==> src/hw/scan_timing_pkg.sv <==
// Package for the scan and conversion timing engine: register offsets,
// field positions, reset values, timing counts and shared structs.
// Assumes a 200 MHz system clock and a 32-bit plain register port.
package scan_timing_pkg;

    // Clock and timebases
    localparam int CLK_HZ = 200_000_000;
    localparam int CLK_PERIOD_NS = 5;
    localparam int TB_FAST_HZ = 20_000_000;
    localparam int TB_SLOW_HZ = 100_000;
    localparam logic [10:0] TB_FAST_DIV = 11'(CLK_HZ / TB_FAST_HZ);
    localparam logic [10:0] TB_SLOW_DIV = 11'(CLK_HZ / TB_SLOW_HZ);

    // Output pulse width, least figure rounded up to whole cycles
    localparam int PULSE_MIN_NS = 50;
    localparam logic [3:0] PULSE_CYC =
        4'((PULSE_MIN_NS + CLK_PERIOD_NS - 1) / CLK_PERIOD_NS);
    // Delay from last conversion to scan-in-progress fall
    localparam int SCAN_OFF_NS = 50;
    localparam logic [3:0] SCAN_OFF_CYC =
        4'((SCAN_OFF_NS + CLK_PERIOD_NS - 1) / CLK_PERIOD_NS);

    // Pin numbers of the dedicated outputs
    localparam int NUM_PINS = 10;
    localparam int PIN_CONVERT = 2;
    localparam int PIN_SCAN_START = 7;

    // Register offsets (byte addresses)
    localparam logic [7:0] OFF_CTRL = 8'h00;
    localparam logic [7:0] OFF_ROUTE = 8'h04;
    localparam logic [7:0] OFF_TRIG_ROUTE = 8'h08;
    localparam logic [7:0] OFF_SCAN_INTERVAL = 8'h0C;
    localparam logic [7:0] OFF_SAMPLE_INTERVAL = 8'h10;
    localparam logic [7:0] OFF_SCAN_TOTAL = 8'h14;
    localparam logic [7:0] OFF_CONV_PER_SCAN = 8'h18;
    localparam logic [7:0] OFF_STATUS = 8'h1C;
    localparam logic [7:0] OFF_COMMAND = 8'h20;

    // Control register fields
    localparam int CTRL_SW_GATE = 0;
    localparam int CTRL_SCAN_EXT = 1;
    localparam int CTRL_CONV_EXT = 2;
    localparam int CTRL_SICLK_EXT = 3;
    localparam int CTRL_TB_SLOW = 4;
    localparam int CTRL_SCAN_LEVEL_MODE = 5;
    localparam int CTRL_SCAN_PIN_OE = 6;
    localparam int CTRL_CONV_PIN_OE = 7;
    localparam int CTRL_WIDTH = 8;
    localparam logic [7:0] CTRL_RESET = 8'h00;

    // Route register fields: 8 bits per routed input
    localparam int ROUTE_SCAN_LSB = 0;
    localparam int ROUTE_CONV_LSB = 8;
    localparam int ROUTE_GATE_LSB = 16;
    localparam int ROUTE_SICLK_LSB = 24;
    localparam int ROUTE_SEL_W = 4;
    localparam int ROUTE_POL_BIT = 4;
    localparam int ROUTE_EDGE_BIT = 5;

    // Command register fields (write-only pulses)
    localparam int CMD_TRIGGER = 0;
    localparam int CMD_STOP = 1;

    // Status register fields
    localparam int STAT_ACQ = 0;
    localparam int STAT_SCAN = 1;
    localparam int STAT_GATED = 2;
    localparam int STAT_DONE_LSB = 8;

    // Counter reset values
    localparam logic [23:0] SCAN_INTERVAL_RESET = 24'h0000FF;
    localparam logic [15:0] SAMPLE_INTERVAL_RESET = 16'h000F;
    localparam logic [23:0] SCAN_TOTAL_RESET = 24'h000000;
    localparam logic [7:0] CONV_PER_SCAN_RESET = 8'h01;

    // Routing of one function-pin input
    typedef struct packed {
        logic edge_mode;
        logic active_low;
        logic [3:0] sel;
    } pin_route_s;

    // Conditioned input: active level and one-cycle active edge
    typedef struct packed {
        logic level;
        logic edge_hit;
    } pin_event_s;

endpackage

==> src/hw/function_pin_input.sv <==
// Selects one programmable function pin, synchronises it and reports
// its active level and active edge. Pins are asynchronous to clk_in.
`timescale 1ns/1ps
`default_nettype none
module function_pin_input (
    // Clock and reset
    input wire logic clk_in,
    input wire logic rst_b_in,
    // Pins and routing
    input wire logic [scan_timing_pkg::NUM_PINS-1:0] pins_in,
    input wire scan_timing_pkg::pin_route_s route_in,
    // Conditioned result
    output scan_timing_pkg::pin_event_s event_out
);

    typedef struct packed {
        logic meta;
        logic sync;
        logic prev;
    } cond_state_s;

    cond_state_s s;
    cond_state_s next_s;
    logic picked;
    logic active;

    // Mux ahead of the synchroniser; a route change may give one glitch
    always_comb begin
        picked = 1'b0;
        if (32'(route_in.sel) < scan_timing_pkg::NUM_PINS) begin
            picked = pins_in[route_in.sel];
        end
        next_s = s;
        next_s.meta = picked;
        next_s.sync = s.meta;
        next_s.prev = s.sync ^ route_in.active_low;
    end

    always_ff @(posedge clk_in) begin
        if (!rst_b_in) begin
            s <= '0;
        end else begin
            s <= next_s;
        end
    end

    assign active = s.sync ^ route_in.active_low;
    assign event_out.level = active;
    assign event_out.edge_hit = active & ~s.prev;

endmodule
`default_nettype wire

==> src/hw/scan_convert_timing_control.sv <==
// Scan-start and conversion timing engine for the analog input: scan
// interval counter, sample interval counter, gating and pin outputs.
// Assumes pins are asynchronous, a 200 MHz clock and a register port
// with read data one cycle after the read strobe.
//
// Functional notes
// - Scan start comes from any function pin, edge detected, chosen polarity.
// - Each selected active scan-start edge begins a scan.
// - With internal pacing the sample interval counter starts at scan start.
// - Scan-start output mirrors the real start pulse, whatever its source.
// - Output option one: active-high pulse of 50 to 100 ns at scan start.
// - Option two: high during scan, falls fixed delay after last conversion.
// - Function pin outputs stay undriven after startup until software enables.
// - No conversion strobes before a scan start has been made.
// - First conversion at sample count zero, or first external strobe.
// - Scan interval counter makes starts; trigger starts, software or count stops.
// - Scan starts and strobes outside an acquisition are ignored.
// - Scans may be gated by the gate input or a software gate bit.
// - Conversion strobe from any pin, chosen edge starts one conversion.
// - Convert output mirrors real convert pulse, active low, 50 to 100 ns.
// - Sample counter runs and reloads during scan, reloads again at end.
// - Gate from any pin, either polarity, level or edge mode.
// - Level mode blocks while active; edge mode toggles disable and enable.
// - Gate acts only at next scan start, never cuts or resumes a scan.
// - Scan counter clocked by external input active edge or 20 MHz / 100 kHz.
// - Selected acquisition trigger edge starts the acquisition sequence.
//
// The plain strobed port and the address map were left to the implementer.
`timescale 1ns/1ps
`default_nettype none
module scan_convert_timing_control (
    // Clock and reset
    input wire logic clk_in,
    input wire logic rst_b_in,
    // Register port
    input wire logic [7:0] addr_in,
    input wire logic [31:0] wdata_in,
    input wire logic write_in,
    input wire logic read_in,
    output logic [31:0] rdata_out,
    // Programmable function pins (two-way)
    input wire logic [scan_timing_pkg::NUM_PINS-1:0] programmable_function_pin_in,
    output logic [scan_timing_pkg::NUM_PINS-1:0] programmable_function_pin_out,
    output logic [scan_timing_pkg::NUM_PINS-1:0] programmable_function_pin_oe_out,
    // Converter side and status
    output logic adc_convert_out,
    output logic acquisition_active_out,
    output logic scan_active_out
);

    typedef struct packed {
        logic [7:0] ctrl;
        logic [31:0] route;
        scan_timing_pkg::pin_route_s trig_route;
        logic [23:0] scan_interval;
        logic [15:0] sample_interval;
        logic [23:0] scan_total;
        logic [7:0] conv_per_scan;
        logic [10:0] tb_cnt;
        logic acq;
        logic scan;
        logic gate_toggle;
        logic [23:0] si_cnt;
        logic [15:0] samp_cnt;
        logic [7:0] conv_left;
        logic [23:0] scans_done;
        logic [3:0] scan_pulse_cnt;
        logic [3:0] conv_pulse_cnt;
        logic [3:0] off_cnt;
        logic scan_level;
        logic convert;
        logic [31:0] rdata;
    } engine_state_s;

    engine_state_s s;
    engine_state_s next_s;

    scan_timing_pkg::pin_event_s scan_ev;
    scan_timing_pkg::pin_event_s conv_ev;
    scan_timing_pkg::pin_event_s gate_ev;
    scan_timing_pkg::pin_event_s siclk_ev;
    scan_timing_pkg::pin_event_s trig_ev;

    logic tb_tick;
    logic si_tick;
    logic sw_trigger;
    logic sw_stop;
    logic gated_off;
    logic scan_req;
    logic start_ok;
    logic conv_fire;
    logic last_conv;
    logic [23:0] done_inc;

    // Down counter with reload at zero
    function automatic logic [23:0] count_next(input logic [23:0] cnt,
                                               input logic [23:0] load);
        if (cnt == 24'h000000) begin
            count_next = load;
        end else begin
            count_next = cnt - 24'h000001;
        end
    endfunction

    // Extract one routed input's fields from the route register
    function automatic scan_timing_pkg::pin_route_s route_of(input logic [31:0] r,
                                                               input int lsb);
        route_of.sel = r[lsb +: scan_timing_pkg::ROUTE_SEL_W];
        route_of.active_low = r[lsb + scan_timing_pkg::ROUTE_POL_BIT];
        route_of.edge_mode = r[lsb + scan_timing_pkg::ROUTE_EDGE_BIT];
    endfunction

    function_pin_input u_scan_in (
        .clk_in(clk_in),
        .rst_b_in(rst_b_in),
        .pins_in(programmable_function_pin_in),
        .route_in(route_of(s.route, scan_timing_pkg::ROUTE_SCAN_LSB)),
        .event_out(scan_ev)
    );

    function_pin_input u_conv_in (
        .clk_in(clk_in),
        .rst_b_in(rst_b_in),
        .pins_in(programmable_function_pin_in),
        .route_in(route_of(s.route, scan_timing_pkg::ROUTE_CONV_LSB)),
        .event_out(conv_ev)
    );

    function_pin_input u_gate_in (
        .clk_in(clk_in),
        .rst_b_in(rst_b_in),
        .pins_in(programmable_function_pin_in),
        .route_in(route_of(s.route, scan_timing_pkg::ROUTE_GATE_LSB)),
        .event_out(gate_ev)
    );

    function_pin_input u_siclk_in (
        .clk_in(clk_in),
        .rst_b_in(rst_b_in),
        .pins_in(programmable_function_pin_in),
        .route_in(route_of(s.route, scan_timing_pkg::ROUTE_SICLK_LSB)),
        .event_out(siclk_ev)
    );

    function_pin_input u_trig_in (
        .clk_in(clk_in),
        .rst_b_in(rst_b_in),
        .pins_in(programmable_function_pin_in),
        .route_in(s.trig_route),
        .event_out(trig_ev)
    );

    // Software command pulses
    assign sw_trigger = write_in && (addr_in == scan_timing_pkg::OFF_COMMAND)
        && wdata_in[scan_timing_pkg::CMD_TRIGGER];
    assign sw_stop = write_in && (addr_in == scan_timing_pkg::OFF_COMMAND)
        && wdata_in[scan_timing_pkg::CMD_STOP];

    // internal timebase tick or external clock active edge
    assign tb_tick = (s.tb_cnt == 11'h000);
    assign si_tick = s.ctrl[scan_timing_pkg::CTRL_SICLK_EXT] ? siclk_ev.edge_hit : tb_tick;

    // gate state, level or toggled by edges
    assign gated_off = s.ctrl[scan_timing_pkg::CTRL_SW_GATE]
        | (route_of(s.route, scan_timing_pkg::ROUTE_GATE_LSB).edge_mode
           ? s.gate_toggle : gate_ev.level);

    // scan request from the chosen source
    assign scan_req = s.ctrl[scan_timing_pkg::CTRL_SCAN_EXT]
        ? scan_ev.edge_hit
        : (si_tick && (s.si_cnt == 24'h000000));

    // start accepted only inside acquisition, gate checked at start
    assign start_ok = s.acq && scan_req && !s.scan && !gated_off;

    // conversions only inside a running scan
    assign conv_fire = s.scan && (s.ctrl[scan_timing_pkg::CTRL_CONV_EXT]
        ? conv_ev.edge_hit
        : (tb_tick && (s.samp_cnt == 16'h0000)));
    assign last_conv = conv_fire && (s.conv_left <= 8'h01);
    assign done_inc = s.scans_done + 24'h000001;

    // Next-state logic for the whole engine
    always_comb begin
        next_s = s;
        next_s.convert = 1'b0;

        // Register writes
        if (write_in) begin
            if (addr_in == scan_timing_pkg::OFF_CTRL) begin
                next_s.ctrl = wdata_in[scan_timing_pkg::CTRL_WIDTH-1:0];
            end else if (addr_in == scan_timing_pkg::OFF_ROUTE) begin
                next_s.route = wdata_in;
            end else if (addr_in == scan_timing_pkg::OFF_TRIG_ROUTE) begin
                next_s.trig_route = wdata_in[5:0];
            end else if (addr_in == scan_timing_pkg::OFF_SCAN_INTERVAL) begin
                next_s.scan_interval = wdata_in[23:0];
            end else if (addr_in == scan_timing_pkg::OFF_SAMPLE_INTERVAL) begin
                next_s.sample_interval = wdata_in[15:0];
            end else if (addr_in == scan_timing_pkg::OFF_SCAN_TOTAL) begin
                next_s.scan_total = wdata_in[23:0];
            end else if (addr_in == scan_timing_pkg::OFF_CONV_PER_SCAN) begin
                next_s.conv_per_scan = wdata_in[7:0];
            end
        end

        // Register reads, answered in the next cycle; unmapped reads zero
        next_s.rdata = 32'h00000000;
        if (read_in) begin
            if (addr_in == scan_timing_pkg::OFF_CTRL) begin
                next_s.rdata = {24'h000000, s.ctrl};
            end else if (addr_in == scan_timing_pkg::OFF_ROUTE) begin
                next_s.rdata = s.route;
            end else if (addr_in == scan_timing_pkg::OFF_TRIG_ROUTE) begin
                next_s.rdata = {26'h0000000, s.trig_route};
            end else if (addr_in == scan_timing_pkg::OFF_SCAN_INTERVAL) begin
                next_s.rdata = {8'h00, s.scan_interval};
            end else if (addr_in == scan_timing_pkg::OFF_SAMPLE_INTERVAL) begin
                next_s.rdata = {16'h0000, s.sample_interval};
            end else if (addr_in == scan_timing_pkg::OFF_SCAN_TOTAL) begin
                next_s.rdata = {8'h00, s.scan_total};
            end else if (addr_in == scan_timing_pkg::OFF_CONV_PER_SCAN) begin
                next_s.rdata = {24'h000000, s.conv_per_scan};
            end else if (addr_in == scan_timing_pkg::OFF_STATUS) begin
                next_s.rdata[scan_timing_pkg::STAT_ACQ] = s.acq;
                next_s.rdata[scan_timing_pkg::STAT_SCAN] = s.scan;
                next_s.rdata[scan_timing_pkg::STAT_GATED] = gated_off;
                next_s.rdata[scan_timing_pkg::STAT_DONE_LSB +: 24] = s.scans_done;
            end
        end

        // Free-running timebase divider, rate chosen by software
        if (s.tb_cnt == 11'h000) begin
            next_s.tb_cnt = (s.ctrl[scan_timing_pkg::CTRL_TB_SLOW]
                ? scan_timing_pkg::TB_SLOW_DIV : scan_timing_pkg::TB_FAST_DIV)
                - 11'h001;
        end else begin
            next_s.tb_cnt = s.tb_cnt - 11'h001;
        end

        // trigger starts the sequence; counters loaded fresh
        if (!s.acq && (trig_ev.edge_hit || sw_trigger)) begin
            next_s.acq = 1'b1;
            next_s.si_cnt = s.scan_interval;
            next_s.scans_done = 24'h000000;
            next_s.gate_toggle = 1'b0;
            next_s.samp_cnt = s.sample_interval;
        end

        // scan interval counter runs only while acquiring
        if (s.acq && !s.ctrl[scan_timing_pkg::CTRL_SCAN_EXT] && si_tick) begin
            next_s.si_cnt = count_next(s.si_cnt, s.scan_interval);
        end

        // edge mode: each active gate edge during acquisition flips scan enable
        if (s.acq && gate_ev.edge_hit
            && route_of(s.route, scan_timing_pkg::ROUTE_GATE_LSB).edge_mode) begin
            next_s.gate_toggle = ~s.gate_toggle;
        end

        // scan begins, sample counter loaded and armed
        if (start_ok) begin
            next_s.scan = 1'b1;
            next_s.conv_left = s.conv_per_scan;
            next_s.samp_cnt = s.sample_interval;
            next_s.scan_pulse_cnt = scan_timing_pkg::PULSE_CYC;
            next_s.scan_level = 1'b1;
            next_s.off_cnt = 4'h0;
        end

        // sample counter counts down and reloads during the scan
        if (s.scan && !s.ctrl[scan_timing_pkg::CTRL_CONV_EXT] && tb_tick) begin
            next_s.samp_cnt = 16'(count_next({8'h00, s.samp_cnt},
                                             {8'h00, s.sample_interval}));
        end

        if (conv_fire) begin
            next_s.convert = 1'b1;
            next_s.conv_pulse_cnt = scan_timing_pkg::PULSE_CYC;
            next_s.conv_left = s.conv_left - 8'h01;
        end

        // scan ends on last conversion; counter reloaded for next
        if (last_conv) begin
            next_s.scan = 1'b0;
            next_s.samp_cnt = s.sample_interval;
            next_s.off_cnt = scan_timing_pkg::SCAN_OFF_CYC;
            next_s.scans_done = done_inc;
            // scan count reached ends the acquisition
            if ((s.scan_total != 24'h000000) && (done_inc == s.scan_total)) begin
                next_s.acq = 1'b0;
            end
        end

        if (s.scan_pulse_cnt != 4'h0) begin
            next_s.scan_pulse_cnt = s.scan_pulse_cnt - 4'h1;
        end

        if (s.conv_pulse_cnt != 4'h0) begin
            next_s.conv_pulse_cnt = s.conv_pulse_cnt - 4'h1;
        end

        // in-progress level falls a fixed delay after last conversion
        if (s.off_cnt != 4'h0) begin
            next_s.off_cnt = s.off_cnt - 4'h1;
            if (s.off_cnt == 4'h1) begin
                next_s.scan_level = 1'b0;
            end
        end

        // software stop aborts at once, a scan in flight included
        if (sw_stop) begin
            next_s.acq = 1'b0;
            next_s.scan = 1'b0;
            next_s.scan_level = 1'b0;
            next_s.off_cnt = 4'h0;
            next_s.samp_cnt = s.sample_interval;
        end
    end

    // State register
    always_ff @(posedge clk_in) begin
        if (!rst_b_in) begin
            s <= '0;
            s.ctrl <= scan_timing_pkg::CTRL_RESET;
            s.scan_interval <= scan_timing_pkg::SCAN_INTERVAL_RESET;
            s.sample_interval <= scan_timing_pkg::SAMPLE_INTERVAL_RESET;
            s.scan_total <= scan_timing_pkg::SCAN_TOTAL_RESET;
            s.conv_per_scan <= scan_timing_pkg::CONV_PER_SCAN_RESET;
        end else begin
            s <= next_s;
        end
    end

    // Pin outputs; output follows the accepted start, not the raw input
    always_comb begin
        programmable_function_pin_out = '0;
        programmable_function_pin_oe_out = '0;
        programmable_function_pin_out[scan_timing_pkg::PIN_SCAN_START] =
            s.ctrl[scan_timing_pkg::CTRL_SCAN_LEVEL_MODE]
            ? s.scan_level : (s.scan_pulse_cnt != 4'h0);
        programmable_function_pin_out[scan_timing_pkg::PIN_CONVERT] =
            (s.conv_pulse_cnt == 4'h0);
        // drivers off until software enables them
        programmable_function_pin_oe_out[scan_timing_pkg::PIN_SCAN_START] =
            s.ctrl[scan_timing_pkg::CTRL_SCAN_PIN_OE];
        programmable_function_pin_oe_out[scan_timing_pkg::PIN_CONVERT] =
            s.ctrl[scan_timing_pkg::CTRL_CONV_PIN_OE];
    end

    // Status and data outputs from flip-flops
    assign rdata_out = s.rdata;
    assign adc_convert_out = s.convert;
    assign acquisition_active_out = s.acq;
    assign scan_active_out = s.scan;

endmodule
`default_nettype wire

==> config.mk <==
export PLATFORM = sky130hd
export DESIGN_NAME = scan_convert_timing_control
export DESIGN_NICKNAME = d
export VERILOG_FILES = /design/src/hw/scan_timing_pkg.sv /design/src/hw/function_pin_input.sv /design/src/hw/scan_convert_timing_control.sv
export SDC_FILE = /design/constraint.sdc
export NUM_CORES = 1
export LEC_CHECK = 0
export BUFFER_PORTS_ARGS = -buffer_cell sky130_fd_sc_hd__buf_4
export CAP_MARGIN = 20
export CORE_ASPECT_RATIO = 1.5
export CORE_MARGIN = 3
export CORE_UTILIZATION = 44
export CTS_BUF_LIST = sky130_fd_sc_hd__clkbuf_4 sky130_fd_sc_hd__clkbuf_8
export CTS_CLUSTER_SIZE = 10
export DETAILED_ROUTE_END_ITERATION = 10
export GPL_TIMING_DRIVEN = 0
export SETUP_SLACK_MARGIN = 0.05
export SLEW_MARGIN = 20
export SYNTH_ARGS = -nofsm -noshare
export SYNTH_HDL_FRONTEND = slang
export SYNTH_SLANG_ARGS = --single-unit
==> constraint.sdc <==
create_clock -name clk_in -period 2.9 [get_ports clk_in]
set_input_delay 0 -clock clk_in [delete_from_list [all_inputs] [get_ports clk_in]]
set_output_delay 0 -clock clk_in [all_outputs]
set_load 0.1 [all_outputs]
==> flow_summary.toml, run 1 <==
[setup_path]
crit_required_ns = 3.33
critPathMaxFanout = 6
start_kind = "register"
path_class = "reg2reg"
worstPathArrival_ns = 3.28
r2r-start = "s[126]$_SDFF_PN0_"
crit_start = "s[126]$_SDFF_PN0_"
worstSetupEndpointType = "register"

[run]
max_cap_viol_count = 0

[clock_network]
path_clk_slew_ns = 0.06
ctsLongestPathBuffers = 3
cts_buffers = 43
clk_latency_ns = 0.59
htree_levels = 2
cts_sinks = 265
cts-root-buf = "clkbuf_8"
tritoncts = "done"

[global_route]
grt_pass1_vias = 13000
antenna_found_initial = 0
grt_start_max_net_pins = 11
grtUsageTotal_pct = 31.0
grt_pass1_wl_um = 76800
overflow = 0

[synth]
ys_warn_count = 0
synthCells = 1668
netlist_area_um2 = 13100
netlist-cell-type-count = 69
synth_edf_count = 0
async_flop_share_pct = 0
seq_area_frac_synth_pct = 40.4
synthFlopType = "dfxtp_1"
avgSynthCellArea_um2 = 7.86
synth_seq_cells = 265

[routing]
drt_wl_total_um = 51000
routedWlPerCell_um = 22.1
num_vias = 13600
first_iter_violations = 1230
drc = 0
viasPerCell = 5.90
antenna_left = 0
drt_pre_antenna_iters = 9

[finish]
antenna_cells = 0
nets = 1946
syn2layout_area_growth_pct = 24.9
fillCellCount = 2763
final_cell_area_um2 = 16400
drive_gt1_share_pct = 17.9

[outcome]
outcome = "finished clean"

[timing]
finalSetupViolCount = 0
finalClockSkew_ns = 0.0314
layout_setup_ws_ns = 0.0517
period_minus_slack_ns = 2.85
rsz0062_at_grt = "true"
period_share_pct = 98.2
max_slew_margin_pct = 26.0
hold_viol = 0
fmax_mhz = 351
drv_slew = 0
worst_pin_slew_ns = 1.11

[power]
ir_drop_mv = 0.411
switching_share_pct = 31.6
power_density_nw_per_um2 = 602
switching_power_mw = 3.11
p_total_mw = 9.85
share_comb_of_total_power_pct = 23.0
power.leakage_nw = 6.09
p_int_mw = 6.74
p_clk_share_pct = 36.5
pwr-share-seq_pct = 40.4

[floorplanning]
die_area_um2 = 32000
start_util_pct = 45.2
io_pins = 109
die_width_um = 147
core_um2 = 29000
num_rows = 76
die_height_um = 217

[place]
place_ws_ns = -1.36
gp_congestion = 0.938
hpwl_um = 37700
numPortBuffers = 88
dpl_cell_area_um2 = 14300

[hold_path]
hold_path_class = "in2reg"
hold_start = "rst_b_in"
## final cells by class
| type | instances | area [um2] | share of cell area, % |
|---|---|---|---|
| plain buffers | 149 | 852 | 5.20 |
| clock buffers | 70 | 895 | 5.46 |
| clock inverters | 6 | 55.1 | 0.336 |
| inverters | 27 | 101 | 0.619 |
| multi-input cells | 1232 | 7300 | 44.6 |
| flip-flops and latches | 265 | 5320 | 32.5 |
| well taps | 390 | 488 | 2.98 |
| repair buffers | 163 | 1370 | 8.35 |
## stage by stage
| stage | util, % | TNS (ns) | instances | hold WS [ns] |
|---|---|---|---|---|
| after floorplan | - | 0 | 1683 | 0.124 |
| after global placement | 49.4 | -89.26 | 2161 | 0.259 |
| after detailed placement | 49.4 | -79.10 | 2161 | 0.261 |
| after CTS | 55.8 | -0.590 | 2299 | 0.00900 |
| after global routing | 56.5 | -0.0371 | 2302 | 0.0524 |
| final | 56.5 | 0 | 2302 | 0.0397 |
## worst max-delay path, cell delays in order (launching register included)
cell      delay [ns]
dfxtp_4         0.34
or4_4           0.55
or4_4           0.54
o31a_4          0.43
o21ai_4         0.23
buf_6           0.14
nor3_4          0.06
clkbuf_8        0.17
o211ai_1        0.18
o31ai_1         0.09
## power by group through the flow
stage / Combinational [mW] / Clock [mW] / Sequential (mW)
after floorplan: 1.34 / 0 / 4.01
after global placement: 1.78 / 0 / 4.04
after detailed placement: 1.81 / 0 / 4.04
after CTS: 2.14 / 3.64 / 3.98
after global routing: 2.47 / 3.80 / 4.01
final: 2.27 / 3.60 / 3.99
## metal layers
metal	GRT usage [%]	wire length, um	share of wire (%)	vias up
met4	18.1	3380	6.6	0
met5	0	0	0	-
li1	-	-	-	6327
met3	4.28	3780	7.4	160
met1	36.2	18700	37	6437
met2	54.1	25100	49	659
## what timing repair did
action                                  4_1_cts  5_1_grt
gates resized for setup                      86       54
setup buffers                                19       11
pin swaps                                    21       17
gates cloned                                  2        0
endpoints found under the setup margin       81       80
hold endpoints to repair                    128        0
hold buffers                                 42        0
## cells in the final DEF (no fill, tap or decap), types with 7 or more instances in the layout
cell	count
o211ai_1	7
nand3_1	49
nor4_1	17
dlygate4sd3_1	42
clkbuf_4	15
buf_4	164
o21ai_1	10
and2_1	26
buf_6	9
a221oi_1	8
inv_1	27
nand4_1	13
ha_1	11
dfxtp_1	258
xnor2_1	28
mux4_2	7
clkbuf_1	76
a22oi_1	24
a222oi_1	23
nand2_1	295
nor2_1	136
a21o_1	9
or3_1	9
a211oi_1	13
xor2_1	18
mux2i_1	33
clkbuf_8	65
and3_1	15
and4_1	8
o21ai_0	62
conb_1	16
a31oi_1	16
a21oi_2	7
a21oi_1	195
a32oi_1	10
nor3_1	39
o22a_1	8
## kinds of logic (layout without fill, tap and decap cells)
group	Yosys count	after routing	share of synthesized area, %
buffers and inverters	186	415	6.78
xor gates and xnor gates	46	46	3.07
muxes	44	44	4.06
adders and majority gates	11	11	1.05
other	1	16	0.0286
and+or+nand+nor	679	679	23.9
AOI/OAI and AO/OA	436	436	20.7
DFF	265	265	40.4
## synthesized netlist by cell type (all sizes together) (16+ instances only)
| master | n | share of area (%) |
|---|---|---|
| a222oi | 23 | 1.8 |
| a31oi | 16 | 0.76 |
| clkbuf | 105 | 3.0 |
| o21ai | 73 | 2.8 |
| a22oi | 24 | 1.4 |
| nor2 | 141 | 4.1 |
| buf | 54 | 3.0 |
| dfxtp | 265 | 40 |
| nand2 | 296 | 8.5 |
| xnor2 | 28 | 1.9 |
| nand3 | 49 | 1.9 |
| inv | 27 | 0.77 |
| nor4 | 24 | 1.2 |
| xor2 | 18 | 1.2 |
| a21oi | 202 | 7.7 |
| mux2i | 33 | 2.5 |
| nor3 | 42 | 1.6 |
| and2 | 30 | 1.4 |
## final timing paths
kind,slack (ns),endpoint,depth (start not counted)
min,0.04,s[116]$_SDFFE_PN0P_,3
max reg2reg,0.05,s[86]$_SDFFE_PN0P_,9
min reg2reg,0.43,u_scan_in.s[1]$_SDFF_PN0_,1
max,0.05,s[86]$_SDFFE_PN0P_,9
## flip-flops by register name, indices dropped and copies added (netlist names)
| signal | cells |
|---|---|
| s | 213 |
| u_conv_in.next_s | 1 |
| scan_active_out | 1 |
| programmable_function_pin_oe_out | 2 |
| u_siclk_in.s | 2 |
| rdata_out | 32 |
| u_scan_in.s | 2 |
| u_trig_in.next_s | 1 |
| u_scan_in.next_s | 1 |
| u_siclk_in.next_s | 1 |
| u_gate_in.next_s | 1 |
| adc_convert_out | 1 |
| u_gate_in.s | 2 |
| u_trig_in.s | 2 |
| u_conv_in.s | 2 |
| acquisition_active_out | 1 |
Note: power is estimated with default switching activity, not from simulation.
==> run 2, diff against run 1 <==
Clock period 2.9 ns to 3.7 ns, I/O delays scaled along.
==> flow_summary.toml, run 2 (same netlist as run 1, synthesis figures left out) <==
[routing]
num_vias = 13400
routedWlPerCell_um = 21.6
drc = 0
drt_wl_total_um = 49400
antenna_left = 0
first_iter_violations = 1218
drt_pre_antenna_iters = 9
viasPerCell = 5.86

[setup_path]
r2r_setup_slack_ns = 0.12
start_kind = "register"
worstSetupEndpoint = "acquisition_active_out$_SDFF_PP0_"
cp_common_cell = "or4_1"
r2r-start = "s[126]$_SDFF_PN0_"
worstSetupEndpointType = "register"
r2r-end = "acquisition_active_out$_SDFF_PP0_"
crit_start = "s[126]$_SDFF_PN0_"
crit_required_ns = 4.15
cp_slowest_cell = "or4_4"
worstPathArrival_ns = 4.03
ff2ff_path_depth = 8
slowest_delay_ns = 0.56
cp_cell_sequence = "or4_1, buf_2, or4_4, o31ai_4, o2111ai_1, or4_1, nor4b_1, a21oi_1"
critPathMaxFanout = 6
path_class = "reg2reg"

[timing]
max_slew_margin_pct = 20.6
layout_setup_ws_ns = 0.122
rsz0062_at_grt = "false"
drv_slew = 0
finalClockSkew_ns = 0.0202
fmax_mhz = 279
hold_viol = 0
whs_ns = 0.0608
period_minus_slack_ns = 3.58
period_share_pct = 96.7
worst_pin_slew_ns = 1.18
fin_tns_setup_ns = 0
finalSetupViolCount = 0

[global_route]
grt_pass1_vias = 12800
grt_start_max_net_pins = 12
grt_pass1_wl_um = 74800
overflow = 0
antenna_found_initial = 0
grtUsageTotal_pct = 30.1

[outcome]
outcome = "finished clean"

[floorplanning]
die_width_um = 147
start_util_pct = 45.2
core_um2 = 29000
io_pins = 109
num_rows = 76
die_height_um = 217
die_area_um2 = 32000

[clock_network]
ctsLongestPathBuffers = 3
cts-root-buf = "clkbuf_8"
clk_latency_ns = 0.58
cts_sinks = 265
htree_levels = 2
cts_buffers = 44
path_clk_slew_ns = 0.06
tritoncts = "done"

[power]
ir_drop_mv = 0.252
power_density_nw_per_um2 = 479
power.leakage_nw = 5.81

[finish]
layout_common_cells = "296 x nand2_1, 265 x dfxtp_1, 202 x a21oi_1, 140 x nor2_1, 139 x buf_4"
final_common_cell = "nand2_1"
fillCellCount = 2835
nets = 1925
largest_reg_flops = 213
drive_gt1_share_pct = 13.5
syn2layout_area_growth_pct = 20.5
top_register = "s"
antenna_cells = 0

[place]
numPortBuffers = 88
place_ws_ns = -0.608
gp_congestion = 0.950
hpwl_um = 37500

[hold_path]
hold_path_class = "in2reg"

[run]
max_cap_viol_count = 0
run 2: cell types whose count changed in the layout (fill, tap and decap cells not counted), moves of 7 or more:
cell	change
a21oi_1	+7
o21ai_0	+10
buf_4	-25
clkbuf_8	-11
o21ai_1	-10
buf_6	-9
dfxtp_1	+7
clkbuf_1	+27
a21oi_2	-7
run 2: cell type report:
class                      instances  area (um2)  share of cell area [%]
tap                              390         488                    3.09
multi-input combinational       1232        7020                    44.4
buffer                           159         791                    5.00
clock inverter                    17         190                    1.20
clock buffer                      64         818                    5.18
sequential                       265        5310                    33.6
inverter                          27         101                   0.641
timing repair buffer             131        1090                    6.89
run 2: critical path: cells and delay by family, from the launching register on:
family                 cells  cell delay, ns
AO/OA/AOI/OAI              3            0.89
buffers and inverters      1            0.17
flip-flops                 1            0.35
AND/OR/NAND/NOR            4            2.03
run 2: per-layer routing:
layer | global-route usage [%] | vias up | share of wire, %
li1 | - | 6276 | -
met5 | 0 | - | 0
met1 | 35.4 | 6384 | 38
met2 | 52.0 | 572 | 49
met3 | 4.66 | 163 | 6.8
met4 | 17.4 | 0 | 6.4
run 2: what timing repair did:
item	4_1_cts	5_1_grt
gates resized for setup	5	3
hold buffers	42	0
endpoints found under the hold margin	130	0
setup endpoints to repair	29	9
cloned	0	0
setup buffers	0	1
pin swaps	0	1
run 2: worst min path at each step:
stage                                     from                             end  slack, ns  depth (start not counted)
3_5_place_dp                      wdata_in[30]             s[240]$_SDFFE_PN0P_       0.27                          3
6_report       programmable_function_pin_in[0]  u_trig_in.next_s[1]$_SDFF_PN0_       0.06                          5
2_1_floorplan                      wdata_in[2]             s[166]$_SDFFE_PN1P_       0.12                          2
4_1_cts                               rst_b_in             s[108]$_SDFFE_PN0P_       0.03                          3
3_3_place_gp                      wdata_in[29]             s[239]$_SDFFE_PN0P_       0.26                          3
5_1_grt                               rst_b_in             s[108]$_SDFFE_PN0P_       0.08                          3
run 2: through the flow:
| stage | utilization, % | total power [mW] | instance area [um2] | instances |
|---|---|---|---|---|
| after detailed placement | 49.4 | 4.59 | 14300 | 2161 |
| after floorplan | - | 4.20 | 13200 | 1683 |
| final | 54.5 | 7.56 | 15800 | 2285 |
| after global placement | 49.4 | 4.56 | 14300 | 2161 |
| after CTS | 54.4 | 7.60 | 15800 | 2284 |
| after global routing | 54.5 | 7.90 | 15800 | 2285 |
run 2: power by group:
group	internal [mW]	total (mW)	switching (mW)	leakage (nW)
clock network	1.71	2.96	1.25	0.534
registers	2.99	3.11	0.124	2.14
logic	0.521	1.49	0.969	3.13
total	5.22	7.56	2.34	5.81
==> run 3, diff against run 2 <==
Settings changed: BUFFER_PORTS_ARGS -buffer_cell sky130_fd_sc_hd__buf_4 to -buffer_cell sky130_fd_sc_hd__buf_2, CTS_BUF_LIST sky130_fd_sc_hd__clkbuf_4 sky130_fd_sc_hd__clkbuf_8 to sky130_fd_sc_hd__clkbuf_4.
==> flow_summary.toml, run 3 (same netlist as run 1, synthesis figures left out) <==
[power]
switching_share_pct = 33.0
ir_drop_mv = 0.218
power_density_nw_per_um2 = 456
switching_power_mw = 2.34
pwr-share-seq_pct = 43.9
power.leakage_nw = 5.79
share_comb_of_total_power_pct = 20.8
p_int_mw = 4.75
p_total_mw = 7.09
p_clk_share_pct = 35.3

[hold_path]
hold_start = "wdata_in[27]"
hold_end = "s[237]$_SDFFE_PN0P_"
hold_path_depth = 4
hold_path_class = "in2reg"

[timing]
max_slew_margin_pct = 23.4
finalClockSkew_ns = 0.0449
worst_pin_slew_ns = 1.15
period_minus_slack_ns = 3.47
fin_tns_setup_ns = 0
hold_viol = 0
layout_setup_ws_ns = 0.227
period_share_pct = 93.9
rsz0062_at_grt = "false"
drv_slew = 0
finalSetupViolCount = 0
fmax_mhz = 288

[global_route]
grt_pass1_vias = 13000
grt_pass1_wl_um = 75700
grt_start_max_net_pins = 11
grtUsageTotal_pct = 30.6
overflow = 0
antenna_found_initial = 2

[finish]
register_area_um2 = 5310
syn2layout_area_growth_pct = 18.4
layout_common_cells = "296 x nand2_1, 265 x dfxtp_1, 202 x a21oi_1, 140 x nor2_1, 103 x clkbuf_1"
final_common_cell = "nand2_1"
largest_reg_flops = 213
fillCellCount = 2881
nets = 1961
multi_input_area_um2 = 7040
finalNonFillerCells = 2332
drive_gt1_share_pct = 14.3
fin_util_pct = 53.5
top_register = "s"

[setup_path]
start_kind = "register"
crit_required_ns = 4.26
cp_slowest_cell = "o31a_1"
worstSetupEndpointType = "register"
path_class = "reg2reg"
crit_buf_inv = 2
r2r-end = "s[86]$_SDFFE_PN0P_"
critPathMaxFanout = 10
worstPathArrival_ns = 4.04
ff2ff_path_depth = 10
r2r-start = "s[78]$_SDFFE_PN0P_"
cp_cell_sequence = "inv_1, ha_1, nor3b_1, nand4_1, o31a_1, o21ai_4, nor3_2, clkbuf_1, o211ai_1, o31ai_1"
slowest_delay_ns = 0.57
crit_family = "compound AO/OA/AOI/OAI gates"
r2r_setup_slack_ns = 0.23

[clock_network]
clk_latency_ns = 0.71
tritoncts = "done"
cts-root-buf = "clkbuf_4"
ctsLongestPathBuffers = 3
cts_sinks = 265
path_clk_slew_ns = 0.08
cts_buffers = 70
htree_levels = 3

[floorplanning]
io_pins = 109
start_util_pct = 45.2
die_width_um = 147
die_height_um = 217
num_rows = 76
die_area_um2 = 32000
core_um2 = 29000

[outcome]
outcome = "finished with violations"
violations = "design-rule violations"

[place]
place_ws_ns = -0.602
numPortBuffers = 88
gp_congestion = 0.959
hpwl_um = 37200
placedCellCount = 2162

[run]
max_cap_viol_count = 0

[routing]
drt_pre_antenna_iters = 11
routedWlPerCell_um = 21.4
drc = 2
first_iter_violations = 1276
viasPerCell = 5.80
num_vias = 13500
antenna_left = 0
drt_wl_total_um = 49900
==> run 3: cell count changes in the layout (fill, tap and decap cells not counted), sizes merged <==
cell / before / now
buf: 143 / 144
dlygate4sd3: 42 / 51
clkbuf: 169 / 200
bufinv: 4 / 1
inv: 27 / 30
clkinv: 11 / 17
diode: 0 / 2
clkinvlp: 2 / 0
==> run 3: worst max-delay path by stage <==
stage / startpoint / endpoint / slack, ns / cells after the start
floorplan: s[126]$_SDFF_PN0_ / acquisition_active_out$_SDFF_PP0_ / 0.75 / 8
global placement: s[126]$_SDFF_PN0_ / s[86]$_SDFFE_PN0P_ / -0.61 / 10
detailed placement: s[126]$_SDFF_PN0_ / s[86]$_SDFFE_PN0P_ / -0.60 / 10
CTS: s[126]$_SDFF_PN0_ / acquisition_active_out$_SDFF_PP0_ / 0.13 / 8
global route: s[126]$_SDFF_PN0_ / s[90]$_SDFFE_PN0P_ / 0.07 / 10
finish: s[78]$_SDFFE_PN0P_ / s[86]$_SDFFE_PN0P_ / 0.23 / 10
==> run 3: final cells by class <==
type | count | area share [%]
Timing Repair Buffer | 141 | 6.30
Antenna cell | 2 | 0.0322
Inverter | 27 | 0.653
Clock buffer | 95 | 4.59
Tap cell | 390 | 3.14
Sequential cell | 265 | 34.2
Buffer | 159 | 5.09
Multi-Input combinational cell | 1232 | 45.3
Clock inverter | 21 | 0.693
==> run 3: power groups by stage <==
stage,registers (mW),clock network [mW],logic [mW]
3_5_place_dp,3.17,0,1.39
3_3_place_gp,3.16,0,1.36
4_1_cts,3.11,2.55,1.46
5_1_grt,3.13,2.73,1.62
6_report,3.11,2.50,1.47
2_1_floorplan,3.15,0,1.05
==> run 3: worst register-to-register path, cell delays in order (launching register included) <==
cell	delay, ns
dfxtp_1	0.33
inv_1	0.10
ha_1	0.22
nor3b_1	0.41
nand4_1	0.44
o31a_1	0.58
o21ai_4	0.43
nor3_2	0.20
clkbuf_1	0.29
o211ai_1	0.25
o31ai_1	0.09
==> run 3: timing repair <==
action / 4_1_cts / 5_1_grt
hold buffers: 51 / 0
endpoints found under the setup margin: 40 / 9
hold endpoints to repair: 139 / 0
pin swaps: 0 / 1
buffers inserted: 0 / 1
gates resized for setup: 5 / 5
==> run 3: metrics by stage <==
step | area [um2] | hold WS [ns]
after floorplan | 13200 | 0.124
after global placement | 14100 | 0.258
after detailed placement | 14100 | 0.258
after CTS | 15500 | 0.0455
after global routing | 15500 | 0.0740
final | 15500 | 0.0848
==> run 3: routing by layer <==
metal / up-vias / part of all wire [%] / global-route usage, %
met1: 6376 / 37 / 35.2
met4: 0 / 5.4 / 16.4
met3: 137 / 8.0 / 6.17
met2: 641 / 50 / 53.2
met5: - / 0 / 0
li1: 6382 / - / -
